**config.mk**
```make
export PLATFORM = sky130hd
export DESIGN_NAME = tsc_host_flat
export DESIGN_NICKNAME = d
export VERILOG_FILES = /design/src/rtl/tsc_pkg.sv /design/src/rtl/tsc_if.sv /design/src/rtl/tsc_host.sv /design/src/flat_wrapper.sv
export SDC_FILE = /design/constraint.sdc
export NUM_CORES = 1
export LEC_CHECK = 0
export BUFFER_PORTS_ARGS = -buffer_cell sky130_fd_sc_hd__buf_2
export CAP_MARGIN = 0
export CORE_MARGIN = 4
export CORE_UTILIZATION = 47
export CTS_CLUSTER_SIZE = 16
export DETAILED_ROUTE_END_ITERATION = 8
export MAX_ROUTING_LAYER = met4
export PLACE_DENSITY_LB_ADDON = 0.3
export SETUP_SLACK_MARGIN = 0.1
export SYNTH_ARGS = -nofsm -noshare
export SYNTH_HDL_FRONTEND = slang
export SYNTH_SLANG_ARGS = --single-unit
```
**constraint.sdc**
```tcl
create_clock -name aclk -period 1.4 [get_ports aclk]
set_input_delay 0.28 -clock aclk [delete_from_list [all_inputs] [get_ports aclk]]
set_output_delay 0.28 -clock aclk [all_outputs]
set_load 0.1 [all_outputs]
```
**src/rtl/tsc_pkg.sv**
```systemverilog
// Shared constants for the transmit subaddress control word and its host.
// Assumes one clock (aclk, 10 MHz) and a synchronous active-low reset.
package tsc_pkg;

	// ----------------------------------------------------------------
	// Control word field positions
	// ----------------------------------------------------------------
	localparam int unsigned CW_W = 16; // Control word width
	localparam int unsigned B_IRQ_ZERO = 15; // Interrupt on index zero
	localparam int unsigned B_IRQ_ACCESS = 14; // Interrupt when accessed
	localparam int unsigned B_MAKE_BUSY = 12; // Host busy request
	localparam int unsigned B_ACCESS = 11; // subaddr_access_flag
	localparam int unsigned B_BUF_B = 10; // buffer_b_select
	localparam int unsigned B_BROADCAST_SEEN_FLAG = 9; // broadcast_seen_flag
	localparam int unsigned B_PP_ACK = 8; // pingpong_active_ack
	localparam int unsigned B_ZC_HI = 7; // circ2_zero_count top bit
	localparam int unsigned B_ZC_LO = 4; // circ2_zero_count low bit
	localparam int unsigned B_PP_STOP = 3; // pingpong_stop_request
	localparam int unsigned B_PP_EN = 2; // pingpong_enable
	localparam int unsigned B_CIRC2 = 1; // circ2_enable
	localparam int unsigned B_CIRC1 = 0; // circ1_enable

	// Write masks: bits writable always, and only while not executing
	localparam logic [15:0] WR_ANYTIME = 16'hD008;
	localparam logic [15:0] WR_IDLE_ONLY = 16'h00F7;
	localparam logic [15:0] DEV_OWNED = 16'h0F00;
	localparam logic [15:0] CW_RESET = 16'h0000;
	localparam logic [4:0] BROADCAST_SEEN_FLAG_RT_ADDR = 5'h1F; // Broadcast address 31

	// ----------------------------------------------------------------
	// Buffer modes
	// ----------------------------------------------------------------
	typedef enum logic [1:0] {
		MODE_INDEXED = 2'b00,
		MODE_CIRC1 = 2'b01,
		MODE_CIRC2 = 2'b10,
		MODE_PINGPONG = 2'b11
	} tsc_mode_e;

	// ----------------------------------------------------------------
	// Host register map (AXI4-Lite byte offsets)
	// ----------------------------------------------------------------
	localparam logic [3:0] OFS_CTRL = 4'h0; // Config and command bits
	localparam logic [3:0] OFS_WDATA = 4'h4; // Word to write
	localparam logic [3:0] OFS_RDATA = 4'h8; // Word last read back
	localparam int unsigned C_TEXEC = 0; // terminal_execute
	localparam int unsigned C_BDIS = 1; // broadcast_disable
	localparam int unsigned C_MRST = 2; // Hold master reset while 1
	localparam int unsigned C_GO_WR = 8; // Self-clearing: write word
	localparam int unsigned C_GO_RD = 9; // Self-clearing: read word
	localparam int unsigned C_GO_SR = 10; // Self-clearing: soft reset
	localparam logic [31:0] CTRL_RESET = 32'h0000_0000;
	localparam logic [1:0] RESP_OKAY = 2'b00;
	localparam logic [1:0] RESP_SLVERR = 2'b10;

endpackage : tsc_pkg

```
**src/rtl/tsc_if.sv**
```systemverilog
// Link between the host controller and the control word logic.
// Assumes both ends run on the same aclk; every signal is a level
// except the one-cycle read, write and soft reset strobes.
`timescale 1ns/100ps
interface tsc_if;
	logic host_rd; // One-cycle read strobe of the control word
	logic host_wr; // One-cycle write strobe
	logic [15:0] host_wdata; // Word to write
	logic [15:0] host_rdata; // Word read, valid one cycle after host_rd
	logic master_reset_n; // Master reset, low active, level
	logic soft_reset_cmd; // One-cycle soft reset strobe
	logic terminal_execute; // Terminal executing
	logic broadcast_disable; // Broadcast commands not recognised

	modport dev (
		input host_rd, host_wr, host_wdata, master_reset_n,
		input soft_reset_cmd, terminal_execute, broadcast_disable,
		output host_rdata
	);
	modport hst (
		output host_rd, host_wr, host_wdata, master_reset_n,
		output soft_reset_cmd, terminal_execute, broadcast_disable,
		input host_rdata
	);
endinterface : tsc_if

```
**src/rtl/tsc_host.sv**
```systemverilog
// Host end: AXI4-Lite slave whose registers drive the control word link.
// Assumes software follows the stop/acknowledge handshake via reads.
`timescale 1ns/100ps
module tsc_host (
	// Clock and reset
	input wire logic aclk,
	input wire logic aresetn,
	// Link to the device end
	tsc_if.hst link,
	// AXI4-Lite write address
	input wire logic [31:0] s_axi_awaddr,
	input wire logic s_axi_awvalid,
	output logic s_axi_awready,
	// AXI4-Lite write data
	input wire logic [31:0] s_axi_wdata,
	input wire logic [3:0] s_axi_wstrb,
	input wire logic s_axi_wvalid,
	output logic s_axi_wready,
	// AXI4-Lite write response
	output logic [1:0] s_axi_bresp,
	output logic s_axi_bvalid,
	input wire logic s_axi_bready,
	// AXI4-Lite read address
	input wire logic [31:0] s_axi_araddr,
	input wire logic s_axi_arvalid,
	output logic s_axi_arready,
	// AXI4-Lite read data
	output logic [31:0] s_axi_rdata,
	output logic [1:0] s_axi_rresp,
	output logic s_axi_rvalid,
	input wire logic s_axi_rready
);

	// ----------------------------------------------------------------
	// Storage
	// ----------------------------------------------------------------
	logic [31:0] ctrl_r; // Config bits, strobes kept zero
	logic [15:0] wdata_r; // Word to send
	logic [15:0] rdata_r; // Word captured from the device
	logic [3:0] awaddr_r; // Latched write address
	logic [31:0] wbuf_r; // Latched write data
	logic [3:0] wstrb_r; // Latched strobes
	logic aw_have_r; // Address held
	logic w_have_r; // Data held
	logic rd_wait_r; // Read strobe sent, data next cycle
	logic wr_fire; // Both halves present
	logic [31:0] merged; // Write data under byte strobes
	logic [31:0] old_val; // Target register before the write

	assign wr_fire = aw_have_r && w_have_r && !s_axi_bvalid;

	// Old value of the addressed register for byte merging
	always_comb
	begin
		old_val = 32'h0000_0000;
		if (awaddr_r == tsc_pkg::OFS_CTRL)
			old_val = ctrl_r;
		else if (awaddr_r == tsc_pkg::OFS_WDATA)
			old_val = {16'h0000, wdata_r};
		for (int i = 0; i < 4; i++)
			merged[i*8 +: 8] = wstrb_r[i] ? wbuf_r[i*8 +: 8] : old_val[i*8 +: 8];
	end

	// ----------------------------------------------------------------
	// Write channels: address and data taken in either order
	// ----------------------------------------------------------------
	always_ff @(posedge aclk)
	begin
		if (!aresetn)
		begin
			aw_have_r <= 1'b0;
			w_have_r <= 1'b0;
			awaddr_r <= 4'h0;
			wbuf_r <= 32'h0000_0000;
			wstrb_r <= 4'h0;
			s_axi_awready <= 1'b0;
			s_axi_wready <= 1'b0;
		end
		else
		begin
			// Ready pulses for one cycle when the slot is free
			s_axi_awready <= !aw_have_r && s_axi_awvalid && !s_axi_awready;
			s_axi_wready <= !w_have_r && s_axi_wvalid && !s_axi_wready;
			if (s_axi_awvalid && s_axi_awready)
			begin
				aw_have_r <= 1'b1;
				awaddr_r <= s_axi_awaddr[3:0];
			end
			else if (wr_fire)
				aw_have_r <= 1'b0;
			if (s_axi_wvalid && s_axi_wready)
			begin
				w_have_r <= 1'b1;
				wbuf_r <= s_axi_wdata;
				wstrb_r <= s_axi_wstrb;
			end
			else if (wr_fire)
				w_have_r <= 1'b0;
		end
	end

	// Write response; unmapped offsets answer with an error
	always_ff @(posedge aclk)
	begin
		if (!aresetn)
		begin
			s_axi_bvalid <= 1'b0;
			s_axi_bresp <= tsc_pkg::RESP_OKAY;
		end
		else if (wr_fire)
		begin
			s_axi_bvalid <= 1'b1;
			if (awaddr_r == tsc_pkg::OFS_CTRL || awaddr_r == tsc_pkg::OFS_WDATA)
				s_axi_bresp <= tsc_pkg::RESP_OKAY;
			else
				s_axi_bresp <= tsc_pkg::RESP_SLVERR;
		end
		else if (s_axi_bready)
			s_axi_bvalid <= 1'b0;
	end

	// ----------------------------------------------------------------
	// Registers and link strobes
	// ----------------------------------------------------------------
	always_ff @(posedge aclk)
	begin
		if (!aresetn)
		begin
			ctrl_r <= tsc_pkg::CTRL_RESET;
			wdata_r <= 16'h0000;
			link.host_wr <= 1'b0;
			link.host_rd <= 1'b0;
			link.soft_reset_cmd <= 1'b0;
			link.host_wdata <= 16'h0000;
		end
		else
		begin
			link.host_wr <= 1'b0;
			link.host_rd <= 1'b0;
			link.soft_reset_cmd <= 1'b0;
			if (wr_fire && awaddr_r == tsc_pkg::OFS_CTRL)
			begin
				// Strobe bits act once and never stay set
				ctrl_r <= {29'h0000_0000, merged[2:0]};
				link.host_wr <= merged[tsc_pkg::C_GO_WR];
				link.host_rd <= merged[tsc_pkg::C_GO_RD];
				link.soft_reset_cmd <= merged[tsc_pkg::C_GO_SR];
				// Device-owned bits are never sent set by the host
				link.host_wdata <= wdata_r & ~tsc_pkg::DEV_OWNED;
			end
			else if (wr_fire && awaddr_r == tsc_pkg::OFS_WDATA)
				wdata_r <= merged[15:0];
		end
	end

	// Config levels straight from flops
	always_ff @(posedge aclk)
	begin
		if (!aresetn)
		begin
			link.terminal_execute <= 1'b0;
			link.broadcast_disable <= 1'b0;
			link.master_reset_n <= 1'b0;
		end
		else
		begin
			link.terminal_execute <= ctrl_r[tsc_pkg::C_TEXEC];
			link.broadcast_disable <= ctrl_r[tsc_pkg::C_BDIS];
			link.master_reset_n <= !ctrl_r[tsc_pkg::C_MRST];
		end
	end

	// Capture of the word read; software checks the acknowledge here
	always_ff @(posedge aclk)
	begin
		if (!aresetn)
		begin
			rd_wait_r <= 1'b0;
			rdata_r <= 16'h0000;
		end
		else
		begin
			rd_wait_r <= link.host_rd;
			if (rd_wait_r)
				rdata_r <= link.host_rdata;
		end
	end

	// ----------------------------------------------------------------
	// Read channel
	// ----------------------------------------------------------------
	always_ff @(posedge aclk)
	begin
		if (!aresetn)
		begin
			s_axi_arready <= 1'b0;
			s_axi_rvalid <= 1'b0;
			s_axi_rdata <= 32'h0000_0000;
			s_axi_rresp <= tsc_pkg::RESP_OKAY;
		end
		else
		begin
			s_axi_arready <= s_axi_arvalid && !s_axi_arready && !s_axi_rvalid;
			if (s_axi_arvalid && s_axi_arready)
			begin
				s_axi_rvalid <= 1'b1;
				s_axi_rresp <= tsc_pkg::RESP_OKAY;
				if (s_axi_araddr[3:0] == tsc_pkg::OFS_CTRL)
					s_axi_rdata <= ctrl_r;
				else if (s_axi_araddr[3:0] == tsc_pkg::OFS_WDATA)
					s_axi_rdata <= {16'h0000, wdata_r};
				else if (s_axi_araddr[3:0] == tsc_pkg::OFS_RDATA)
					s_axi_rdata <= {16'h0000, rdata_r};
				else
				begin
					s_axi_rdata <= 32'h0000_0000;
					s_axi_rresp <= tsc_pkg::RESP_SLVERR;
				end
			end
			else if (s_axi_rready)
				s_axi_rvalid <= 1'b0;
		end
	end

endmodule : tsc_host

```
**src/flat_wrapper.sv**
```systemverilog
// flat-port wrapper written by rule: the top's interface ports become plain ports
module tsc_host_flat 
  (aclk, aresetn, s_axi_awaddr, s_axi_awvalid, s_axi_awready, s_axi_wdata, s_axi_wstrb, s_axi_wvalid, s_axi_wready, s_axi_bresp, s_axi_bvalid, s_axi_bready, s_axi_araddr, s_axi_arvalid, s_axi_arready, s_axi_rdata, s_axi_rresp, s_axi_rvalid, s_axi_rready, link_host_rd, link_host_wr, link_host_wdata, link_master_reset_n, link_soft_reset_cmd, link_terminal_execute, link_broadcast_disable, link_host_rdata);
  tsc_if link_i ();
  input wire logic aclk;
  input wire logic aresetn;
  input wire logic [31:0] s_axi_awaddr;
  input wire logic s_axi_awvalid;
  output logic s_axi_awready;
  input wire logic [31:0] s_axi_wdata;
  input wire logic [3:0] s_axi_wstrb;
  input wire logic s_axi_wvalid;
  output logic s_axi_wready;
  output logic [1:0] s_axi_bresp;
  output logic s_axi_bvalid;
  input wire logic s_axi_bready;
  input wire logic [31:0] s_axi_araddr;
  input wire logic s_axi_arvalid;
  output logic s_axi_arready;
  output logic [31:0] s_axi_rdata;
  output logic [1:0] s_axi_rresp;
  output logic s_axi_rvalid;
  input wire logic s_axi_rready;
  output wire logic [$bits(link_i.host_rd)-1:0] link_host_rd;
  output wire logic [$bits(link_i.host_wr)-1:0] link_host_wr;
  output wire logic [$bits(link_i.host_wdata)-1:0] link_host_wdata;
  output wire logic [$bits(link_i.master_reset_n)-1:0] link_master_reset_n;
  output wire logic [$bits(link_i.soft_reset_cmd)-1:0] link_soft_reset_cmd;
  output wire logic [$bits(link_i.terminal_execute)-1:0] link_terminal_execute;
  output wire logic [$bits(link_i.broadcast_disable)-1:0] link_broadcast_disable;
  input wire logic [$bits(link_i.host_rdata)-1:0] link_host_rdata;
  assign link_host_rd = link_i.host_rd;
  assign link_host_wr = link_i.host_wr;
  assign link_host_wdata = link_i.host_wdata;
  assign link_master_reset_n = link_i.master_reset_n;
  assign link_soft_reset_cmd = link_i.soft_reset_cmd;
  assign link_terminal_execute = link_i.terminal_execute;
  assign link_broadcast_disable = link_i.broadcast_disable;
  assign link_i.host_rdata = link_host_rdata;
  tsc_host u_core (.aclk(aclk), .aresetn(aresetn), .link(link_i), .s_axi_awaddr(s_axi_awaddr), .s_axi_awvalid(s_axi_awvalid), .s_axi_awready(s_axi_awready), .s_axi_wdata(s_axi_wdata), .s_axi_wstrb(s_axi_wstrb), .s_axi_wvalid(s_axi_wvalid), .s_axi_wready(s_axi_wready), .s_axi_bresp(s_axi_bresp), .s_axi_bvalid(s_axi_bvalid), .s_axi_bready(s_axi_bready), .s_axi_araddr(s_axi_araddr), .s_axi_arvalid(s_axi_arvalid), .s_axi_arready(s_axi_arready), .s_axi_rdata(s_axi_rdata), .s_axi_rresp(s_axi_rresp), .s_axi_rvalid(s_axi_rvalid), .s_axi_rready(s_axi_rready));
endmodule
```
==> impl_metrics.tcl, run 1 <==
set metrics [dict create \
    status "finished clean" \
    clk_latency_ns 0.36 \
    yosysSeqAreaShare 0.4875 \
    grt_pass1_vias 3159 \
    grt-ovfl-total 0 \
    diodes 0 \
    p_leak_nw 1.993 \
    routed_wl_um 9859 \
    p_sw_mw 1.531 \
    path_clk_slew_ns 0.09 \
    ir_drop_mv 0.4959 \
    cts_root_buffer "clkbuf_8" \
    timing.rr.start "u_core.s_axi_bvalid" \
    p_clk_frac 0.334 \
    fmax_mhz 756.0 \
    grt_pass1_wl_um 15520 \
    r2r_end "u_core.link.host_wdata[15]" \
    hold_viol_final 0 \
    place_area_mm2 0.004742 \
    drv_cap 0 \
    htree_num_levels 3 \
    crit_arrival_ns 1.62 \
    min_to "u_core.s_axi_wready" \
    yosysTopAreaCellShare 0.4875 \
    wl_met3_um 651 \
    ys_ff_latch 101 \
    hold_depth 3 \
    wirelength_met1_um 4652 \
    wl_met2_um 4377 \
    drc 0 \
    crit_required_ns 1.70 \
    cts_buffer_depth 2 \
    hold_buffers 0 \
    slowest_delay_ns 0.37 \
    slowest_stage "and4bb_4" \
    cts_made_buffers 9 \
    setup_viol 0 \
    top_layer "met4" \
    finalPower_mw 5.480 \
    p_sw_frac 0.2795 \
    place_hpwl_um 7081 \
    reg2reg_setup_slack_ns 0.08 \
    maxSlewViolCount 0 \
    p_int_mw 3.949 \
    fp.dieArea_mm2 0.01039 \
    cp_max_fo 8 \
    drt_iter0_drc 142 \
    initial_utilization 0.4803 \
    track_usage 0.1956 \
    crit_cells 5 \
    wire_per_inst_um 14.83 \
    io_buffers 89 \
    synthesis.area_mm2 0.004148 \
    ys_warn_count 0 \
    postLayoutCellArea_mm2 0.005248 \
    dr.pass1.iters 4 \
    drive_gt1_frac 0.2980 \
    cp-end-kind "flop" \
    finalCritPeriodShare 0.9448 \
    timing.hold.ws_ns 0.1369 \
    final_antenna_net_count 0 \
    seqPwrFrac 0.536 \
    ios 186 \
    hp-class "primary input to flop" \
    synth_cell_types 41 \
    postSynthCellCount 459 \
    rsz0062_at_grt "yes" \
    combPwrFrac 0.129 \
    path_cells "buf_6 -> and4bb_4 -> buf_12 -> nand3_1 -> a21oi_1" \
    die_height_um 101.9 \
    chipWidth_um 101.9 \
    fin_skew_ns 0.007208 \
    vias 3459 \
    hold_path_startpoint "s_axi_wvalid" \
    startpoint_type "flop" \
    fin_crit_ns 1.323 \
    rows 34 \
    cp_top_family "simple AND/OR/NAND/NOR gates" \
    path_buf_inv 2 \
    fillerInstances 763 \
    grt_max_degree 66 \
    nNetsFinal 675 \
    gp_congestion 0.9249 \
    cts_tree "built" \
    clock-sinks 101 \
    power_density_mw_per_mm2 1044 \
    synth.top_cells.by_area "dfxtp_1 49%, nand2_1 7.7%, mux2i_1 7.2%" \
    critical_path_class "flop to flop" \
    viasPerCell 5.202 \
    reg2reg_depth 5 \
    yosysTopAreaCell "dfxtp_1" \
    grt_antenna_before_repair 0 \
    avgSynthCellArea_um2 9.036 \
    area_growth_pct 26.52 \
    coreArea_mm2 0.008636 \
]
cells in the final DEF, fill, tap and decap left out, types with 6 or more instances in the layout:
cell type  netlist  layout
nor2_1          22      21
clkbuf_8         0      10
a21oi_1         45      43
nand2_1         85      84
conb_1           1      22
mux2i_1         30      30
o21ai_2         10      11
buf_4           22      32
nand3_1         17      16
a211oi_1         7       6
buf_6            4      27
buf_12           0       6
o21ai_1         16      15
a22oi_1         14      11
buf_2           14      48
dfxtp_1        101      94
stage by stage:
step | setup TNS (ns) | std cells | util | setup WS (ns)
after floorplan | -0.1181 | 480 | - | -0.01476
after global routing | 0 | 665 | 0.6077 | 0.01670
after CTS | 0 | 663 | 0.5910 | 0.1042
after detailed placement | 0 | 646 | 0.5491 | 0.04940
after global placement | 0 | 646 | 0.5491 | 0.1166
final | 0 | 665 | 0.6077 | 0.07723
cell families (layout without fill, tap and decap cells):
kind of cell | after synthesis | after routing | synth area share
and+or+nand+nor | 159 | 159 | 0.1873
buffers and inverters | 58 | 135 | 0.08386
DFF | 101 | 101 | 0.4875
AOI/OAI and AO/OA | 107 | 107 | 0.1599
muxes | 33 | 33 | 0.08054
other | 1 | 22 | 0.0009041
cell type report:
type                       instances  area [um^2]  area share
multi-input combinational        321         1922      0.3662
clock buffer                      12        145.1     0.02766
timing repair buffer             115        944.7      0.1800
tap                              108        135.1     0.02575
clock inverter                     4        47.55    0.009061
sequential                       101         2038      0.3884
inverter                           4        15.01    0.002861
power groups by stage:
stage	clock [mW]	combinational (mW)	sequential (mW)
after floorplan	0	0.473	3.07
final	1.83	0.709	2.94
after global placement	0	0.677	3.00
after global routing	1.97	0.751	2.94
after CTS	1.85	0.694	2.94
after detailed placement	0	0.684	3.00
repair_timing:
action / CTS / global route
buffers inserted: 1 / 1
endpoints found under the hold margin: 0 / 0
gates resized for setup: 58 / 29
cloned: 0 / 1
setup endpoints to repair: 50 / 64
pin swaps: 2 / 10
worst max-delay path by stage:
stage                                      start                          to  slack [ns]
final                        u_core.s_axi_bvalid  u_core.link.host_wdata[15]        0.08
after global routing          u_core.awaddr_r[3]          u_core.wdata_r[10]        0.02
after CTS                 u_core.s_axi_rdata[14]             s_axi_rdata[14]        0.10
after detailed placement      u_core.awaddr_r[0]   u_core.link.host_wdata[3]        0.05
after global placement       u_core.s_axi_bvalid           u_core.wdata_r[9]        0.12
after floorplan              u_core.s_axi_bvalid          u_core.wdata_r[10]       -0.01
tightest hold or removal path: stages:
cell and delay (ns):
buf_2 0.11, nand2_1 0.05, nor3_1 0.03
metal layers:
layer  vias to the layer above  GRT usage
met4                         0    0.07366
met1                      1580     0.2654
met2                       127     0.2902
li1                       1736          -
met3                        16    0.03754
met5                         -          -
synthesized netlist by cell type:
| cell | number |
|---|---|
| dfxtp_1 | 101 |
| nor3_1 | 2 |
| a32o_1 | 3 |
| buf_6 | 4 |
| buf_1 | 2 |
| o31ai_1 | 2 |
| a21boi_1 | 1 |
| conb_1 | 1 |
| and3b_1 | 5 |
| mux2_2 | 1 |
| nor2_1 | 22 |
| and4bb_1 | 2 |
| or3_1 | 2 |
| and3_1 | 1 |
| o21ai_0 | 3 |
| buf_2 | 14 |
| inv_1 | 3 |
| nand4bb_1 | 1 |
| nand3b_1 | 3 |
| nor4b_2 | 2 |
| and4_4 | 2 |
| nand2_1 | 85 |
| mux2_1 | 2 |
| nand3_1 | 17 |
| mux2i_1 | 30 |
| a211oi_1 | 7 |
| a21oi_1 | 45 |
| and2_1 | 5 |
| nor4_1 | 4 |
| o21ai_1 | 16 |
| clkbuf_1 | 12 |
| a32oi_1 | 3 |
| nor4b_1 | 1 |
| buf_4 | 22 |
| nand2b_1 | 1 |
| a22oi_1 | 14 |
| nor3_4 | 1 |
| nor2b_1 | 3 |
| clkinv_1 | 1 |
| a31oi_1 | 3 |
| o21ai_2 | 10 |
flip-flops by register name, indices dropped and copies added, names as in the netlist, 2 cells and up:
name	cells
u_core.ctrl_r	3
u_core.awaddr_r	4
u_core.s_axi_rdata	16
u_core.rdata_r	16
u_core.wstrb_r	2
u_core.link.host_wdata	12
u_core.wdata_r	16
u_core.wbuf_r	16
Note: power is estimated with default switching activity, not from simulation.
==> inputs of run 2 (changes only) <==
- CORE_MARGIN: 4 -> default
==> impl_metrics.tcl, run 2 (synthesized netlist as in run 1, its figures left out) <==
set metrics [dict create \
    cp-end-kind "flop" \
    seqPwrFrac 0.543 \
    chipWidth_um 95.94 \
    final_antenna_net_count 0 \
    track_usage 0.2224 \
    path_cells "buf_6 -> and4bb_4 -> clkbuf_16 -> nand3_1 -> a21oi_1" \
    ir_drop_mv 0.5606 \
    hold_buffers 0 \
    final_common_cell "dfxtp_1" \
    die_height_um 95.94 \
    cts_tree "built" \
    maxSlewViolCount 0 \
    power_density_mw_per_mm2 1013 \
    clock-sinks 101 \
    ios 186 \
    routed_wl_um 9727 \
    htree_num_levels 3 \
    startpoint_type "flop" \
    rows 33 \
    rsz0062_at_grt "yes" \
    hold_viol_final 0 \
    reg2reg_setup_slack_ns 0.09 \
    viasPerCell 5.284 \
    fp.dieArea_mm2 0.009204 \
    coreArea_mm2 0.008382 \
    setup_viol 0 \
    combPwrFrac 0.133 \
    grt_pass1_vias 3091 \
    cts_made_buffers 9 \
    final_cell_mix "94 x dfxtp_1, 84 x nand2_1, 48 x buf_2" \
    path_clk_slew_ns 0.09 \
    hp-class "primary input to flop" \
    grt-ovfl-total 0 \
    area_growth_pct 28.54 \
    p_clk_frac 0.324 \
    slowest_stage "and4bb_4" \
    vias 3493 \
    reg2reg_depth 5 \
    fin_crit_ns 1.309 \
    diodes 0 \
    critical_path_class "flop to flop" \
    fmax_mhz 763.7 \
    nNetsFinal 675 \
    io_buffers 89 \
    timing.hold.ws_ns 0.1482 \
    initial_utilization 0.4948 \
    drive_gt1_frac 0.3219 \
    cts_root_buffer "clkbuf_8" \
    cts_buffer_depth 2 \
    place_hpwl_um 6879 \
    hold_depth 3 \
    p_sw_frac 0.2796 \
    p_leak_nw 1.983 \
    grt_max_degree 38 \
    cp_max_fo 8 \
    dr.pass1.iters 5 \
    grt_pass1_wl_um 15150 \
    finalCritPeriodShare 0.9353 \
    gp_congestion 0.8038 \
    p_int_mw 3.891 \
    fin_skew_ns 0.01075 \
    fin_setup_tns_ns 0 \
    crit_arrival_ns 1.60 \
    drv_cap 0 \
    wire_per_inst_um 14.72 \
    fillerInstances 687 \
    p_sw_mw 1.510 \
    drt_iter0_drc 165 \
    drc 0 \
    fin_ws_ns 0.09058 \
    pre_cts_ws_ns 0.03948 \
    crit_required_ns 1.69 \
    clk_latency_ns 0.36 \
    status "finished clean" \
    slowest_delay_ns 0.37 \
    grt_antenna_before_repair 0 \
]
## run 2: changes by cell type in the layout (fill, tap and decap cells not counted), sizes merged
cell    before  now
clkinv       3    2
inv          3    4
clkbuf      13   12
## run 2: metal layers
layer	wire length, um	global-route usage	up-vias
met5	0	-	-
met4	81	0.05721	0
met3	507	0.04660	9
met2	4508	0.3423	113
met1	4630	0.2979	1632
li1	-	-	1739
## run 2: layout make-up
cell class / instances / area (um^2) / share of cell area
sequential: 101 / 2048 / 0.3842
clock inverter: 4 / 48.80 / 0.009153
timing repair buffer: 115 / 960.9 / 0.1802
inverter: 4 / 15.01 / 0.002816
tap: 105 / 131.4 / 0.02464
clock buffer: 11 / 131.4 / 0.02464
multi-input combinational: 321 / 1996 / 0.3743
## run 2: critical path, delay by kind of cell, from the launching register on
kind | cells | cell delay (ns)
AND/OR/NAND/NOR | 2 | 0.46
flip-flops | 1 | 0.35
buffers and inverters | 2 | 0.29
AO/OA/AOI/OAI | 1 | 0.14
## run 2: timing repair
action                                  CTS  global route
gates resized for setup                  55            64
pin swaps                                 2            14
setup buffers                             1             2
endpoints found under the setup margin   53            65
gates cloned                              0             1
## run 2: final timing paths
path / start / end
max: u_core.s_axi_bvalid / u_core.link.host_wdata[2]
min: s_axi_wdata[1] / u_core.wbuf_r[1]
max reg2reg: u_core.s_axi_bvalid / u_core.link.host_wdata[2]
min reg2reg: u_core.s_axi_wready / u_core.s_axi_wready
## run 2: metrics by stage
stage	power, mW	cells	util	cell area [um^2]
after global routing	5.611	661	0.6361	5331
after global placement	3.663	642	0.5611	4703
after CTS	5.409	658	0.6016	5042
after detailed placement	3.672	642	0.5611	4703
after floorplan	3.544	480	-	4263
final	5.401	661	0.6361	5331
## run 2: power groups by stage
stage	Combinational [mW]	Clock, mW	Sequential, mW
final	0.717	1.75	2.93
after global routing	0.758	1.91	2.94
after CTS	0.684	1.79	2.94
after detailed placement	0.669	0	3.00
after global placement	0.662	0	3.00
after floorplan	0.473	0	3.07
